<file path="src/design/rmc_defs.vh">
// Constants for the resolver mode configuration block.
// Assumes inclusion by bare name from the design file.
`ifndef RMC_DEFS_VH
`define RMC_DEFS_VH
`define RMC_FRAME_BITS 12
`define RMC_CNT_W 4
`define RMC_BIT_OUT_MODE 0
`define RMC_BIT_SPECIAL_LSB 6
`define RMC_SPECIAL_REBOOT 4'hD
`define RMC_STRAP_CYCLES 8'h20
`define RMC_PHASE_LIMIT_DEG 8'h2D
`define RMC_CURRENT_LEAD_DEG 8'h5A
`endif

</file>
<file path="src/design/rmc_resolver_mode_config.v">
// Mode configuration of a resolver-to-digital converter: strap capture,
// serial setting register, parallel output select and excitation phase checks.
// Assumes serial pins come from another domain; CORE_CLK at 50 MHz samples them.
//
// Notes on behaviour
// - After power-on, strap pins are read as inputs briefly and latched.
// - Strap excitation bit zero selects current mode, signal leads by 90 within 45.
// - Strap excitation bit one selects voltage mode, zero phase within 45.
// - Serial writes never change the strapped excitation type.
// - Written setting holds until another valid write.
// - Reboot command or power loss restores the strapped defaults.
// - Setting bit 0 picks angle word or encoder pulses on data pins.
// - External excitation input is the demodulation phase reference.
// - Phase offsets under 45 degrees are corrected automatically.
// - Beyond 45 degrees loop gain falls; settling may be slow.
// - Host changes data on rising clock; device captures on falling edge.
// - More than twelve clocks in a frame: last twelve bits kept.
// - Fewer than twelve clocks in a frame: frame discarded.
`timescale 1ns/1ns
`include "rmc_defs.vh"

module rmc_resolver_mode_config
(
  // Clock and reset
  input wire CORE_CLK,
  input wire RST_N,
  // Serial setting port
  input wire SETTING_SELECT_N,
  input wire SETTING_CLK,
  input wire SETTING_SERIAL_IN,
  // Strap pins, shared with parallel data pins
  input wire [11:0] STRAP_IN,
  output reg [11:0] STRAP_SAMPLE_N,
  // Excitation
  input wire EXCITATION_DIRECTION_N,
  output wire EXCITATION_PIN_OE,
  input wire EXCITATION_REF,
  input wire [7:0] PHASE_OFFSET_DEG,
  // Converter sources
  input wire [11:0] ANGLE_WORD,
  input wire [5:0] ENCODER_PULSES,
  // Results
  output reg [11:0] PARALLEL_DATA_PINS,
  output reg [11:0] SERIAL_MODE_SETTING,
  output reg EXCITATION_TYPE_STRAP,
  output reg [7:0] EXPECTED_LEAD_DEG,
  output reg DEMOD_REF,
  output reg PHASE_CORRECT_EN,
  output reg LOOP_GAIN_REDUCED,
  output reg STRAP_DONE
);

////////////////////////////////////////////////////////////////////////////////
// Input synchronisers
wire sel_s2;
wire clk_s2;
wire din_s2;
wire ref_s2;
wire dir_s2;
wire [11:0] strap_s2;
reg clk_prev;
reg sel_prev;

// Select idles high, so it resets to its idle level
rmc_sync2
#(
  .WIDTH(1),
  .INIT(1'b1)
)
i_sel_sync
(
  .clk(CORE_CLK),
  .rst_n(RST_N),
  .d(SETTING_SELECT_N),
  .q(sel_s2)
);

rmc_sync2
#(
  .WIDTH(1),
  .INIT(1'b0)
)
i_clk_sync
(
  .clk(CORE_CLK),
  .rst_n(RST_N),
  .d(SETTING_CLK),
  .q(clk_s2)
);

rmc_sync2
#(
  .WIDTH(1),
  .INIT(1'b0)
)
i_din_sync
(
  .clk(CORE_CLK),
  .rst_n(RST_N),
  .d(SETTING_SERIAL_IN),
  .q(din_s2)
);

rmc_sync2
#(
  .WIDTH(1),
  .INIT(1'b0)
)
i_ref_sync
(
  .clk(CORE_CLK),
  .rst_n(RST_N),
  .d(EXCITATION_REF),
  .q(ref_s2)
);

rmc_sync2
#(
  .WIDTH(1),
  .INIT(1'b1)
)
i_dir_sync
(
  .clk(CORE_CLK),
  .rst_n(RST_N),
  .d(EXCITATION_DIRECTION_N),
  .q(dir_s2)
);

rmc_sync2
#(
  .WIDTH(12),
  .INIT(12'h000)
)
i_strap_sync
(
  .clk(CORE_CLK),
  .rst_n(RST_N),
  .d(STRAP_IN),
  .q(strap_s2)
);

// Edge detectors reset to the idle pin levels
always @(posedge CORE_CLK)
begin
  if (!RST_N)
  begin
    clk_prev <= 1'b0;
    sel_prev <= 1'b1;
  end
  else
  begin
    clk_prev <= clk_s2;
    sel_prev <= sel_s2;
  end
end

wire clk_fall = clk_prev & ~clk_s2;
wire sel_active = ~sel_s2;
wire sel_rise = ~sel_prev & sel_s2;

////////////////////////////////////////////////////////////////////////////////
// Strap capture window
reg [7:0] strap_cnt;
reg [11:0] strap_value;
reg reboot_req;
reg strap_done_d;

always @(posedge CORE_CLK)
begin
  if (!RST_N)
  begin
    strap_cnt <= 8'h00;
    STRAP_DONE <= 1'b0;
    STRAP_SAMPLE_N <= 12'h000;
    strap_value <= 12'h000;
    EXCITATION_TYPE_STRAP <= 1'b0;
  end
  else if (reboot_req)
  begin
    strap_cnt <= 8'h00;
    STRAP_DONE <= 1'b0;
    STRAP_SAMPLE_N <= 12'h000;
  end
  else if (!STRAP_DONE)
  begin
    // Data pins float as inputs while straps settle
    STRAP_SAMPLE_N <= 12'h000;
    if (strap_cnt == `RMC_STRAP_CYCLES)
    begin
      strap_value <= strap_s2;
      EXCITATION_TYPE_STRAP <= strap_s2[`RMC_FRAME_BITS-1];
      STRAP_DONE <= 1'b1;
      STRAP_SAMPLE_N <= 12'hFFF;
    end
    else
    begin
      strap_cnt <= strap_cnt + 8'h01;
    end
  end
end

////////////////////////////////////////////////////////////////////////////////
// Serial setting frame
reg [11:0] shift;
reg [3:0] bit_cnt;

always @(posedge CORE_CLK)
begin
  if (!RST_N)
  begin
    shift <= 12'h000;
    bit_cnt <= 4'h0;
  end
  else if (sel_active & clk_fall)
  begin
    shift <= {shift[10:0], din_s2};
    if (bit_cnt != 4'hC)
    begin
      bit_cnt <= bit_cnt + 4'h1;
    end
  end
  else if (sel_rise | ~sel_active)
  begin
    bit_cnt <= 4'h0;
  end
end

// First bit shifted in is register bit 0
wire [11:0] frame = {shift[0], shift[1], shift[2], shift[3], shift[4], shift[5],
  shift[6], shift[7], shift[8], shift[9], shift[10], shift[11]};
wire frame_ok = sel_rise & (bit_cnt == 4'hC);
wire frame_reboot = frame[9:6] == `RMC_SPECIAL_REBOOT;

always @(posedge CORE_CLK)
begin
  if (!RST_N)
  begin
    SERIAL_MODE_SETTING <= 12'h000;
    reboot_req <= 1'b0;
    strap_done_d <= 1'b0;
  end
  else
  begin
    reboot_req <= frame_ok & frame_reboot & STRAP_DONE;
    strap_done_d <= STRAP_DONE;
    // Lags capture by one cycle so the fresh strap copy is loaded
    if (!strap_done_d)
    begin
      SERIAL_MODE_SETTING <= strap_value;
    end
    else if (frame_ok & !frame_reboot)
    begin
      SERIAL_MODE_SETTING <= frame;
    end
  end
end

////////////////////////////////////////////////////////////////////////////////
// Parallel outputs and excitation
always @(posedge CORE_CLK)
begin
  if (!RST_N)
  begin
    PARALLEL_DATA_PINS <= 12'h000;
    EXPECTED_LEAD_DEG <= 8'h00;
    DEMOD_REF <= 1'b0;
    PHASE_CORRECT_EN <= 1'b0;
    LOOP_GAIN_REDUCED <= 1'b0;
  end
  else
  begin
    if (SERIAL_MODE_SETTING[`RMC_BIT_OUT_MODE])
    begin
      PARALLEL_DATA_PINS <= {6'h00, ENCODER_PULSES};
    end
    else
    begin
      PARALLEL_DATA_PINS <= ANGLE_WORD;
    end
    if (EXCITATION_TYPE_STRAP)
    begin
      EXPECTED_LEAD_DEG <= 8'h00;
    end
    else
    begin
      EXPECTED_LEAD_DEG <= `RMC_CURRENT_LEAD_DEG;
    end
    DEMOD_REF <= ref_s2;
    PHASE_CORRECT_EN <= PHASE_OFFSET_DEG < `RMC_PHASE_LIMIT_DEG;
    LOOP_GAIN_REDUCED <= PHASE_OFFSET_DEG > `RMC_PHASE_LIMIT_DEG;
  end
end

// Excitation pins drive only when direction is high
assign EXCITATION_PIN_OE = dir_s2;

endmodule

////////////////////////////////////////////////////////////////////////////////
// Two flip-flop synchroniser for pins from other domains
module rmc_sync2
#(
  parameter WIDTH = 1,
  parameter [WIDTH-1:0] INIT = {WIDTH{1'b0}}
)
(
  // Clock and reset
  input wire clk,
  input wire rst_n,
  // Data
  input wire [WIDTH-1:0] d,
  output wire [WIDTH-1:0] q
);

reg [WIDTH-1:0] stage1;
reg [WIDTH-1:0] stage2;

always @(posedge clk)
begin
  if (!rst_n)
  begin
    stage1 <= INIT;
    stage2 <= INIT;
  end
  else
  begin
    stage1 <= d;
    stage2 <= stage1;
  end
end

assign q = stage2;

endmodule

</file>
<file path="config.mk">
export PLATFORM = sky130hd
export DESIGN_NAME = rmc_resolver_mode_config
export DESIGN_NICKNAME = d
export VERILOG_FILES = /design/src/design/rmc_resolver_mode_config.v
export VERILOG_INCLUDE_DIRS = /design/src /design/src/design
export SDC_FILE = /design/constraint.sdc
export NUM_CORES = 1
export LEC_CHECK = 0
export BUFFER_PORTS_ARGS = -buffer_cell sky130_fd_sc_hd__buf_4
export CAP_MARGIN = 15
export CELL_PAD_IN_SITES_DETAIL_PLACEMENT = 1
export CELL_PAD_IN_SITES_GLOBAL_PLACEMENT = 2
export CORE_ASPECT_RATIO = 1.1
export CORE_MARGIN = 2
export CORE_UTILIZATION = 30
export CTS_CLUSTER_DIAMETER = 60
export DETAILED_ROUTE_END_ITERATION = 6
export PLACE_DENSITY_LB_ADDON = 0.2
export SETUP_SLACK_MARGIN = 0.2
export SLEW_MARGIN = 20
export SYNTH_ARGS = -nofsm -noshare
export SYNTH_HDL_FRONTEND = slang
export SYNTH_SLANG_ARGS = --single-unit
</file>
<file path="constraint.sdc">
create_clock -name CORE_CLK -period 3.8 [get_ports CORE_CLK]
set_input_delay 0.19 -clock CORE_CLK [delete_from_list [all_inputs] [get_ports CORE_CLK]]
set_output_delay 0.19 -clock CORE_CLK [all_outputs]
set_load 0.03 [all_outputs]
</file>
# After elaboration in Yosys (flattened, before gate mapping)
# Cells that the tools add are included.
[totals]
ff_bits = 123
latchBits = 0
ram_bits = 0
romBits = 0
inputBits = 45
elab_cells = 72
n_memories = 0
[op_classes]
add_sub_neg = 2
multipliers = 0
div = 0
order_cmp = 2
n_eq_ne = 6
shifts = 0
mux = 10
bitwise_logic = 15
n_reduce_logical = 7
[op_table]
columns = ["operator", "count"]
rows = [
  ["2-to-1 mux 12 bit", 3],
  ["2-to-1 mux 4 bit", 3],
  ["adder 8 x 1 -> 8 bit, second input constant", 1],
  ["equality test 4 bit, second input constant", 2],
  ["equality test 8 x 6 -> 1 bit, second input constant", 1],
  ["greater-than comparator 8 x 6 -> 1 bit, second input constant", 1],
  ["less-than comparator 8 x 6 -> 1 bit, second input constant", 1],
  ["AND 1 bit", 7],
  ["2-to-1 mux 7 bit", 1],
  ["NOT 1 bit", 7],
  ["2-to-1 mux 6 bit", 1],
  ["adder 4 x 1 -> 4 bit, second input constant", 1],
  ["!= test 2 x 1 -> 1 bit, second input constant", 2],
  ["!= test 4 bit, second input constant", 1],
  ["AND reduction 2 bit", 2],
  ["OR reduction 2 bit", 2],
  ["AND reduction 3 bit", 1],
  ["2-to-1 mux 1 bit", 2],
  ["nonzero test 2 bit", 1],
  ["zero test 1 bit", 1],
  ["OR 1 bit", 1],
]

# Longest topological paths before layout
# Gate-level depths: netlist of the first run.
[logic_depth]
word_depth = 6
ltp_mapped = 6

# Hierarchy
# From an unflattened synthesis of the first run, not the netlist that was laid out.
[hier_totals]
cells_unflattened = 397
area_unflattened_um2 = 3978.8
[by_module_without_submodules]
columns = ["module", "n_inst", "cells_each", "area_each_um2"]
rows = [
  ["rmc_resolver_mode_config", 1, 327, 3040.4],
  ["rmc_sync2 at i_strap_sync", 1, 50, 675.6],
  ["rmc_sync2 at i_clk_sync ...", 5, 4, 52.6],
]

# Worst setup path before layout of the first run
# Ideal clock, no wire load.
[synth_path]
kind = "reg-to-reg"
from = "reg strap_cnt[0]"
to = "reg strap_value[10]"
setup_time_ns = 0.072
arrival_ns = 1.680
path_slack_ns = 2.049
path_stages_with_launch = 7
path_buffers = 1
period_less_slack_ns = 1.751
cell_sequence = "dfxtp_1 > inv_1 > ha_1 > or4b_4 > nor4_4 > buf_6 > mux2i_1"
[synth_between]
elab_chain_cells = 2
[synth_rtl]
columns = ["item", "line_no", "text"]
rows = [
  ["start, declared", "rmc_resolver_mode_config.v:164", "reg [7:0] strap_cnt;"],
  ["start signal, assigned", "rmc_resolver_mode_config.v:198", "strap_cnt <= strap_cnt + 8'h01;"],
  ["equality test 8 x 6 -> 1 bit (no source line)", "-", ""],
  ["AND reduction 3 bit (no source line)", "-", ""],
  ["end signal, assigned", "rmc_resolver_mode_config.v:191", "strap_value <= strap_s2;"],
  ["end, declared", "rmc_resolver_mode_config.v:165", "reg [11:0] strap_value;"],
]
# No other way between the ends.
# A chain may end at the register's enable or synchronous reset.

# Final worst setup path of the first run
[layout_path]
from = "reg strap_cnt[0]"
to = "reg strap_value[1]"
# The elaborated chain is that of the path after synthesis.

==> results_dict.tcl, run 1 <==
set metrics [dict create \
    crit_type "reg2reg" \
    status "complete, no violations" \
    holdPathEnd "i_dir_sync.stage1$_SDFF_PN1_" \
    ys_types 40 \
    die_width_um 112.7 \
    worst_hold_path_type "in2reg" \
    yosys_warnings 0 \
    rr_endpoint "strap_value[1]$_SDFFE_PN0P_" \
    num_antenna_cells 0 \
    ys_top_cells_by_area "dfxtp_1 (53%), mux2i_1 (7.5%), and2_1 (6.3%), nand2_1 (5.3%), buf_4 (3.5%)" \
    ctsHoldBuffers 0 \
    maxSlewViolCount 0 \
    wl_per_cell_um 13.44 \
    rsz0062_at_grt "false" \
    cts_tree "done" \
    antenna_found_initial 0 \
    nNetsFinal 514 \
    r2r_slack_ns 1.58 \
    ctsLongestPathBuffers 2 \
    finalSetupViolCount 0 \
    skew_ns 0.01041 \
    yosys.area.top_type_share 0.5344 \
    initial_core_util 0.3082 \
    finalWirelength_um 8415 \
    layout_common_cells "dfxtp_1 (104), buf_4 (91), nand2_1 (55), and2_1 (39), mux2i_1 (29)" \
    via_per_inst 4.609 \
    powerDensity_mw_per_mm2 447.3 \
    n_fill_cell 1415 \
    grt-ovfl-total 0 \
    ctsRootBufferMaster "clkbuf_16" \
    yosysTopAreaCell "dfxtp_1" \
    clkSinkCount 104 \
    endpoint_kind "flip-flop" \
    vias 2885 \
    synth_area_mm2 0.003896 \
    post-route-min-period_ns 2.220 \
    leakagePower_uw 0.001869 \
    ant_nets 0 \
    worstPathArrival_ns 2.49 \
    insertion_delay_ns 0.35 \
    reg2reg_from "strap_cnt[0]$_SDFFE_PP0P_" \
    grt_pass1_wl_um 14030 \
    async_flop_share 0 \
    r2r_cells 5 \
    holdPathStages 2 \
    ir_drop_uv 220.3 \
    portBuffers 90 \
    num_rows 43 \
    drt_first_pass_iters 4 \
    pin_count 95 \
    drc 0 \
    fp.dieH_um 123.5 \
    synth_flop_cell "dfxtp_1" \
    die_area_mm2 0.01392 \
    syn_inst 399 \
    ys_ff_latch 104 \
    cap_violations 0 \
    cp.required_ns 4.07 \
    h-tree-depth 3 \
    hpwl_um 5879 \
    hp-start "EXCITATION_DIRECTION_N" \
    core_area_mm2 0.01264 \
    synth-edff-count 0 \
    drive_gt1_frac 0.2367 \
    cts_made_buffers 9 \
    drtIter0Drc 81 \
    cp_max_fo 12 \
    grt_max_degree 70 \
    period_share 0.5842 \
    final_core_util 0.3842 \
    syn_avg_cell_area_um2 9.765 \
    tns_ns 0 \
    max-slew-margin-rel 0.3308 \
    start_kind "flip-flop" \
    area_growth_pct 24.66 \
    gp_congestion 0.7174 \
    post_cts_resized 0 \
    post-cts-setup-buffers 0 \
    yosysSeqAreaShare 0.5344 \
    fmax_mhz 450.4 \
    hold_violations 0 \
    tightest_slew_ns 1.003 \
    layout_commonest_cell "dfxtp_1" \
    grt_pass1_vias 2859 \
    cts.clk_slew.worst_paths_ns 0.06 \
    hold_slack_ns 0.03141 \
    grt_usage 0.1281 \
]
==> metrics by stage <==
step | power (uW) | setup slack [ns] | cell area [um2] | instances
2_1_floorplan | 1232 | 2.049 | 3908 | 402
3_3_place_gp | 1287 | 1.593 | 4569 | 611
3_5_place_dp | 1291 | 1.536 | 4569 | 611
4_1_cts | 2209 | 1.508 | 4857 | 626
5_1_grt | 2275 | 1.375 | 4857 | 626
6_report | 2173 | 1.580 | 4857 | 626
==> Yosys cell counts (3+ instances only) <==
| master | n |
|---|---|
| dfxtp_1 | 104 |
| nand2_1 | 55 |
| and2_1 | 39 |
| mux2i_1 | 29 |
| a21oi_1 | 22 |
| buf_4 | 18 |
| clkbuf_1 | 17 |
| a311oi_1 | 12 |
| inv_1 | 12 |
| o21ai_0 | 12 |
| nor2_1 | 11 |
| a211oi_1 | 9 |
| nand2b_1 | 8 |
| or3_1 | 7 |
| nand3_1 | 5 |
| ha_1 | 4 |
| nor4_1 | 4 |
| and3_1 | 3 |
| nand4b_1 | 3 |
==> worst max-delay path by stage <==
stage	start	depth (start not counted)	slack, ns	end
2_1_floorplan	strap_cnt[0]$_SDFFE_PP0P_	6	2.05	strap_value[10]$_SDFFE_PN0P_
3_3_place_gp	strap_cnt[0]$_SDFFE_PP0P_	5	1.59	strap_value[4]$_SDFFE_PN0P_
3_5_place_dp	strap_cnt[0]$_SDFFE_PP0P_	5	1.54	strap_value[1]$_SDFFE_PN0P_
4_1_cts	strap_cnt[0]$_SDFFE_PP0P_	5	1.51	strap_value[1]$_SDFFE_PN0P_
5_1_grt	strap_cnt[0]$_SDFFE_PP0P_	5	1.37	strap_value[3]$_SDFFE_PN0P_
6_report	strap_cnt[0]$_SDFFE_PP0P_	5	1.58	strap_value[1]$_SDFFE_PN0P_
==> power by group <==
| part | internal [uW] | total [uW] | switching, uW | leakage [uW] |
|---|---|---|---|---|
| sequential | 1120 | 1130 | 11.3 | 0.000850 |
| combinational | 63.3 | 133 | 69.4 | 0.000874 |
| clock | 522 | 910 | 388 | 0.000145 |
| total | 1700 | 2170 | 469 | 0.00187 |
==> worst max-delay path, cell delays in order, from the launching register on <==
cell     delay (ns)
dfxtp_1        0.35
inv_1          0.09
ha_1           0.14
or4b_4         0.49
nor4_4         0.82
mux2i_1        0.27
==> routing by layer <==
metal | global-route usage | up-vias | share of wire
met5 | 0 | - | 0
met4 | 0.07088 | 0 | 0.023
met3 | 0.02892 | 12 | 0.057
met2 | 0.1954 | 76 | 0.43
met1 | 0.1683 | 1335 | 0.49
li1 | - | 1462 | -
==> flip-flops by register name, indices dropped and copies added, names as in the netlist, 4 cells and up <==
| signal | cells |
|---|---|
| shift | 12 |
| PARALLEL_DATA_PINS | 12 |
| i_strap_sync.stage1 | 12 |
| strap_value | 11 |
| i_strap_sync.q | 12 |
| strap_cnt | 8 |
| bit_cnt | 4 |
| SERIAL_MODE_SETTING | 12 |
==> logic make-up (layout without fill, tap and decap cells) <==
kind of cell / after synthesis / after routing / share of synthesized area
multiplexers: 29 / 29 / 0.07450
flip-flops: 104 / 104 / 0.5344
AO/OA/AOI/OAI: 61 / 61 / 0.1024
buffers and inverters: 51 / 118 / 0.06872
XOR/XNOR: 1 / 1 / 0.002248
adder cells (fa/ha/maj): 4 / 4 / 0.01285
AND/OR/NAND/NOR: 148 / 148 / 0.2039
other: 1 / 4 / 0.0009625
==> cell type report <==
type	count	area (um2)	area share
flip-flops and latches	104	2082	0.4286
inverters	12	45.04	0.009274
repair buffers	91	683.2	0.1406
multi-input cells	247	1563	0.3217
well taps	157	196.4	0.04044
clock inverters	4	45.04	0.009274
clock buffers	11	242.7	0.04997
(Power assumes the default switching activity.)
==> inputs of run 2 (changes only) <==
==> constraint.sdc (replaced) <==
create_clock -name CORE_CLK -period 2.3 [get_ports CORE_CLK]
set_input_delay 0.115 -clock CORE_CLK [delete_from_list [all_inputs] [get_ports CORE_CLK]]
set_output_delay 0.115 -clock CORE_CLK [all_outputs]
set_load 0.03 [all_outputs]
==> run 2 against run 1 <==
Compared with the run above: sequential power increased by 65%; utilization up 2.9 points; largest cell class unchanged; critical endpoint is now strap_value[0]$_SDFFE_PN0P_; first-iteration DRC count down 21%; critical path type unchanged; non-clock buffer count up 36; critical path depth grew 1; count of clock-buffer cells in the layout down 2; flip-flop and latch count did not move; highest routed layer unchanged.
==> results_dict.tcl, run 2 (synthesis gave the netlist of run 1 again) <==
set metrics [dict create \
    status "complete, no violations" \
    fp.dieH_um 123.5 \
    portBuffers 90 \
    final_core_util 0.4136 \
    skew_ns 0.01157 \
    num_rows 43 \
    finalWirelength_um 8778 \
    worstPathBufferInverterCount 2 \
    power_frac_seq 0.497 \
    maxSlewViolCount 0 \
    crit_type "reg2reg" \
    initial_core_util 0.3082 \
    p_sw_uw 815.1 \
    period_share 0.7946 \
    vias 2981 \
    grt-ovfl-total 0 \
    drtIter0Drc 64 \
    ctsHoldBuffers 30 \
    grt_pass1_vias 2969 \
    grt_pass1_wl_um 14290 \
    leakagePower_uw 0.002031 \
    post-route-min-period_ns 1.828 \
    fin_ws_ns 0.4724 \
    die_area_mm2 0.01392 \
    cts.clk_slew.worst_paths_ns 0.07 \
    tns_ns 0 \
    hold_violations 0 \
    antenna_found_initial 0 \
    h-tree-depth 3 \
    drt_first_pass_iters 4 \
    reg2reg_from "strap_cnt[0]$_SDFFE_PP0P_" \
    drive_gt1_frac 0.2332 \
    endpoint_kind "flip-flop" \
    powerDensity_mw_per_mm2 718.5 \
    critPathLaunch "strap_cnt[0]$_SDFFE_PP0P_" \
    ant_nets 0 \
    crit_path_end "strap_value[0]$_SDFFE_PN0P_" \
    core_area_mm2 0.01264 \
    num_antenna_cells 0 \
    max-slew-margin-rel 0.5308 \
    wl_per_cell_um 13.24 \
    rr_endpoint "strap_value[0]$_SDFFE_PN0P_" \
    cp.required_ns 2.57 \
    cp_max_fo 12 \
    clkSinkCount 104 \
    insertion_delay_ns 0.34 \
    ctsRootBufferMaster "clkbuf_16" \
    critPathSlowestCell "or4b_4" \
    cts_tree "done" \
    place_ws_ns 0.4354 \
    switching_share 0.2170 \
    hpwl_um 6035 \
    worstPathCellList "inv_1 > ha_1 > or4b_4 > nor4_4 > buf_4 > mux2i_1" \
    grt_max_degree 37 \
    comb_power_share 0.071 \
    rsz0062_at_grt "false" \
    post-cts-setup-buffers 0 \
    layout_commonest_cell "dfxtp_1" \
    worst_hold_path_type "in2reg" \
    die_width_um 112.7 \
    nNetsFinal 550 \
    area_growth_pct 34.20 \
    fmax_mhz 547.2 \
    finalSetupViolCount 0 \
    drc 0 \
    gp_congestion 0.7232 \
    tightest_slew_ns 0.6996 \
    hp-start "ANGLE_WORD[5]" \
    ctsLongestPathBuffers 2 \
    internal_power_uw 2942 \
    clkPwrFrac 0.433 \
    layout_common_cells "dfxtp_1 (104), buf_4 (97), nand2_1 (55), and2_1 (39), dlygate4sd3_1 (30)" \
    post_cts_resized 0 \
    start_kind "flip-flop" \
    r2r_cells 6 \
    via_per_inst 4.496 \
    cap_violations 0 \
    ir_drop_uv 281.8 \
    cts_made_buffers 9 \
    critPathTopFamily "simple AND/OR/NAND/NOR gates" \
    r2r_slack_ns 0.47 \
    grt_usage 0.1290 \
    cp.depth 6 \
    pin_count 95 \
    crit_path_max_incr_delay_ns 0.49 \
    worstPathArrival_ns 2.10 \
]
-- run 2: changes by cell type in the layout (fill, tap and decap cells not counted) --
cell and delta:
dlygate4sd3_1 +30, buf_4 +6, clkinvlp_4 +2, bufinv_16 +1, clkbuf_1 -1, clkbuf_8 -1
clkinv_2 -1, inv_6 +1, nor3b_1 +1, nor3b_2 -1
-- run 2: per-stage QoR --
stage	instances	area [um2]	hold slack, ns	total power, uW
floorplan	402	3908	0.2165	2036
global placement	617	4609	0.3022	2130
detailed placement	617	4609	0.3051	2135
CTS	663	5229	0.001903	3822
global route	663	5229	0.04344	3911
finish	663	5229	0.01518	3757
-- run 2: metal layers --
metal | vias to the layer above | GRT usage | part of all wire
li1 | 1540 | - | -
met2 | 73 | 0.2111 | 0.46
met1 | 1355 | 0.1630 | 0.47
met5 | - | 0 | 0
met3 | 13 | 0.02745 | 0.048
met4 | 0 | 0.06098 | 0.018
-- run 2: area by class of cell --
cell class,instances,area [um2]
fillers,1426,7415
multi-input cells,247,1558
flip-flops and latches,104,2082
repair buffers,127,1028
clock buffers,9,225.2
well taps,157,196.4
clock inverters,7,93.84
inverters,12,45.04
-- run 2: how the worst min path moves through the flow --
stage | to | slack, ns | depth (start not counted)
3_3_place_gp | i_dir_sync.stage1$_SDFF_PN1_ | 0.30 | 2
3_5_place_dp | i_dir_sync.stage1$_SDFF_PN1_ | 0.31 | 2
5_1_grt | PARALLEL_DATA_PINS[5]$_SDFF_PN0_ | 0.04 | 3
4_1_cts | PARALLEL_DATA_PINS[3]$_SDFF_PN0_ | 0.002 | 3
6_report | PARALLEL_DATA_PINS[5]$_SDFF_PN0_ | 0.02 | 3
2_1_floorplan | i_dir_sync.stage1$_SDFF_PN1_ | 0.22 | 1
-- run 2: power groups by stage --
stage               clock, uW  sequential (uW)  combinational, uW
finish                   1630             1870                265
global route             1750             1870                290
CTS                      1690             1870                268
detailed placement          0             1910                227
global placement            0             1910                224
floorplan                   0             1930                101
-- run 2: worst min-delay path, cell delays in order --
cell and delay (ns):
buf_4 0.08, mux2i_1 0.05, nor2_1 0.07
==> inputs of run 3 (changes only) <==
--- a/config.mk
+++ b/config.mk
@@ -12,7 +12,7 @@
 export CELL_PAD_IN_SITES_GLOBAL_PLACEMENT = 2
 export CORE_ASPECT_RATIO = 1.1
 export CORE_MARGIN = 2
-export CORE_UTILIZATION = 30
+export CORE_UTILIZATION = 29
 export CTS_CLUSTER_DIAMETER = 60
 export DETAILED_ROUTE_END_ITERATION = 6
 export PLACE_DENSITY_LB_ADDON = 0.2
==> constraint.sdc (replaced) <==
create_clock -name CORE_CLK -period 1.5 [get_ports CORE_CLK]
set_input_delay 0.075 -clock CORE_CLK [delete_from_list [all_inputs] [get_ports CORE_CLK]]
set_output_delay 0.075 -clock CORE_CLK [all_outputs]
set_load 0.03 [all_outputs]
==> run 3 against run 2 <==
Compared with the run above: the flow now finishes with violations (negative hold slack, negative setup slack); count of clock-buffer cells in the layout increased by 1; critical path type unchanged; non-clock buffer count increased by 32; sequential share of layout area decreased by 4.6 points; critical path depth unchanged; first-iteration DRC count increased by 16%; register-to-register slack got worse by 0.68 ns; clock skew decreased by 0.0052 ns; utilization increased by 4.2 points; clock power increased by 57%; design area increased by 15%; flip-flop and latch count unchanged; largest power group unchanged.
==> results_dict.tcl, run 3 (synthesis gave the netlist of run 1 again) <==
set metrics [dict create \
    wl_per_cell_um 14.57 \
    status "finished with violations" \
    pin_count 95 \
    initial_core_util 0.2961 \
    clkSinkCount 104 \
    cap_violations 0 \
    ctsRootBufferMaster "clkbuf_16" \
    critPathLaunch "strap_cnt[0]$_SDFFE_PP0P_" \
    grt_max_degree 31 \
    fp.dieH_um 125.6 \
    die_width_um 114.5 \
    ir_drop_uv 639.8 \
    cp_max_fo 12 \
    h-tree-depth 3 \
    drtIter0Drc 74 \
    portBuffers 90 \
    antenna_found_initial 0 \
    met3_usage 0.03296 \
    drt_first_pass_iters 4 \
    maxSlewViolCount 0 \
    hp-start "ANGLE_WORD[5]" \
    worst_hold_path_type "in2reg" \
    critPathSlowestCell "or4b_4" \
    powerDensity_mw_per_mm2 985.3 \
    nNetsFinal 583 \
    layout_common_cells "buf_4 (111), dfxtp_1 (86), nand2_1 (54), and2_1 (39), dlygate4sd3_1 (35)" \
    grt_pass1_wl_um 16240 \
    ctsLongestPathBuffers 2 \
    cts_tree "done" \
    finalSetupViolCount 17 \
    final_core_util 0.4557 \
    cts.clk_slew.worst_paths_ns 0.07 \
    leakagePower_uw 0.002295 \
    ant_nets 0 \
    violations "negative hold slack, negative setup slack" \
    die_area_mm2 0.01438 \
    period_share 1.136 \
    via_per_inst 4.564 \
    drc 0 \
    hold_violations 1 \
    grt_pass1_vias 3374 \
    finalWirelength_um 10180 \
    cp.required_ns 1.76 \
    insertion_delay_ns 0.34 \
    hold_slack_ns -0.0007127 \
    start_kind "flip-flop" \
    fin_ws_ns -0.2036 \
    tns_ns -2.958 \
    n_fill_cell 1419 \
    reg2reg_from "strap_cnt[0]$_SDFFE_PP0P_" \
    layout_commonest_cell "buf_4" \
    grtUsageMet2 0.2506 \
    skew_ns 0.006393 \
    cts_made_buffers 9 \
    rsz0062_at_grt "true" \
    worstPathCellList "inv_2 > ha_4 > or4b_4 > nor4_4 > buf_12 > mux2i_1" \
    gp_congestion 0.7646 \
    hpwl_um 6569 \
    num_rows 44 \
    worstPathArrival_ns 1.97 \
    drive_gt1_frac 0.4015 \
    vias 3190 \
    endpoint_kind "flip-flop" \
    crit_type "reg2reg" \
    num_antenna_cells 0 \
    post-route-min-period_ns 1.704 \
    grt_usage 0.1411 \
    busiest_layer "met2" \
    area_growth_pct 53.89 \
    core_area_mm2 0.01316 \
    grt_use_met1 0.1646 \
    fmax_mhz 587.0 \
    grt-ovfl-total 0 \
    crit_path_max_incr_delay_ns 0.47 \
]
[run 3: what timing repair did]
item | in CTS | in global routing
buffers inserted | 9 | 3
gates resized for setup | 36 | 57
setup endpoints to repair | 32 | 49
pin swaps | 7 | 26
endpoints found under the hold margin | 29 | 0
gates cloned | 2 | 0
hold buffers | 35 | 0
[run 3: worst max-delay path, delay by kind of cell, from the launching register on]
kind	cells	cell delay, ns
buffers and inverters	2	0.28
adders and majority gates	1	0.12
muxes	1	0.20
and+or+nand+nor	2	0.71
DFF	1	0.32
[run 3: routing by layer]
layer / part of all wire / wire, um / vias up
li1: - / - / 1597
met1: 0.44 / 4446 / 1503
met2: 0.51 / 5196 / 80
met3: 0.042 / 424 / 10
met4: 0.011 / 116 / 0
met5: 0 / 0 / -
[run 3: area by class of cell]
cell class                 count  area (um2)  area share
multi-input combinational    248        1927      0.3214
tap                          161       201.4     0.03360
clock inverter                 5       86.33     0.01440
inverter                      12       51.30    0.008556
timing repair buffer         159        1376      0.2295
clock buffer                  10       239.0     0.03986
sequential                   104        2115      0.3527
[run 3: path summary, 6_finish.rpt]
| path | end | slack [ns] | cells after the start |
|---|---|---|---|
| worst min register to register | i_sel_sync.q$_SDFF_PN1_ | 0.41 | 1 |
| worst max register to register | strap_value[9]$_SDFFE_PN0P_ | -0.20 | 6 |
| worst max-delay path | strap_value[9]$_SDFFE_PN0P_ | -0.20 | 6 |
| worst min-delay path | PARALLEL_DATA_PINS[5]$_SDFF_PN0_ | -0.0007 | 3 |
[run 3: metrics by stage]
stage                     total power [uW]  hold WS [ns]  instance area [um2]  cells  worst slack (ns)
after floorplan                       3123        0.1765                 3960    402           -0.1487
after global placement                3294        0.2579                 4786    635           -0.1039
after detailed placement              3304        0.2629                 4786    635           -0.1674
after CTS                             5991     0.0008112                 5713    696           -0.1896
after global routing                  6158       0.01168                 5996    699           -0.2997
final                                 5908    -0.0007127                 5996    699           -0.2036
[run 3: power breakdown]
group          switching (uW)  internal (uW)
Combinational             228            266
Clock                    1040           1520
Sequential               25.4           2830
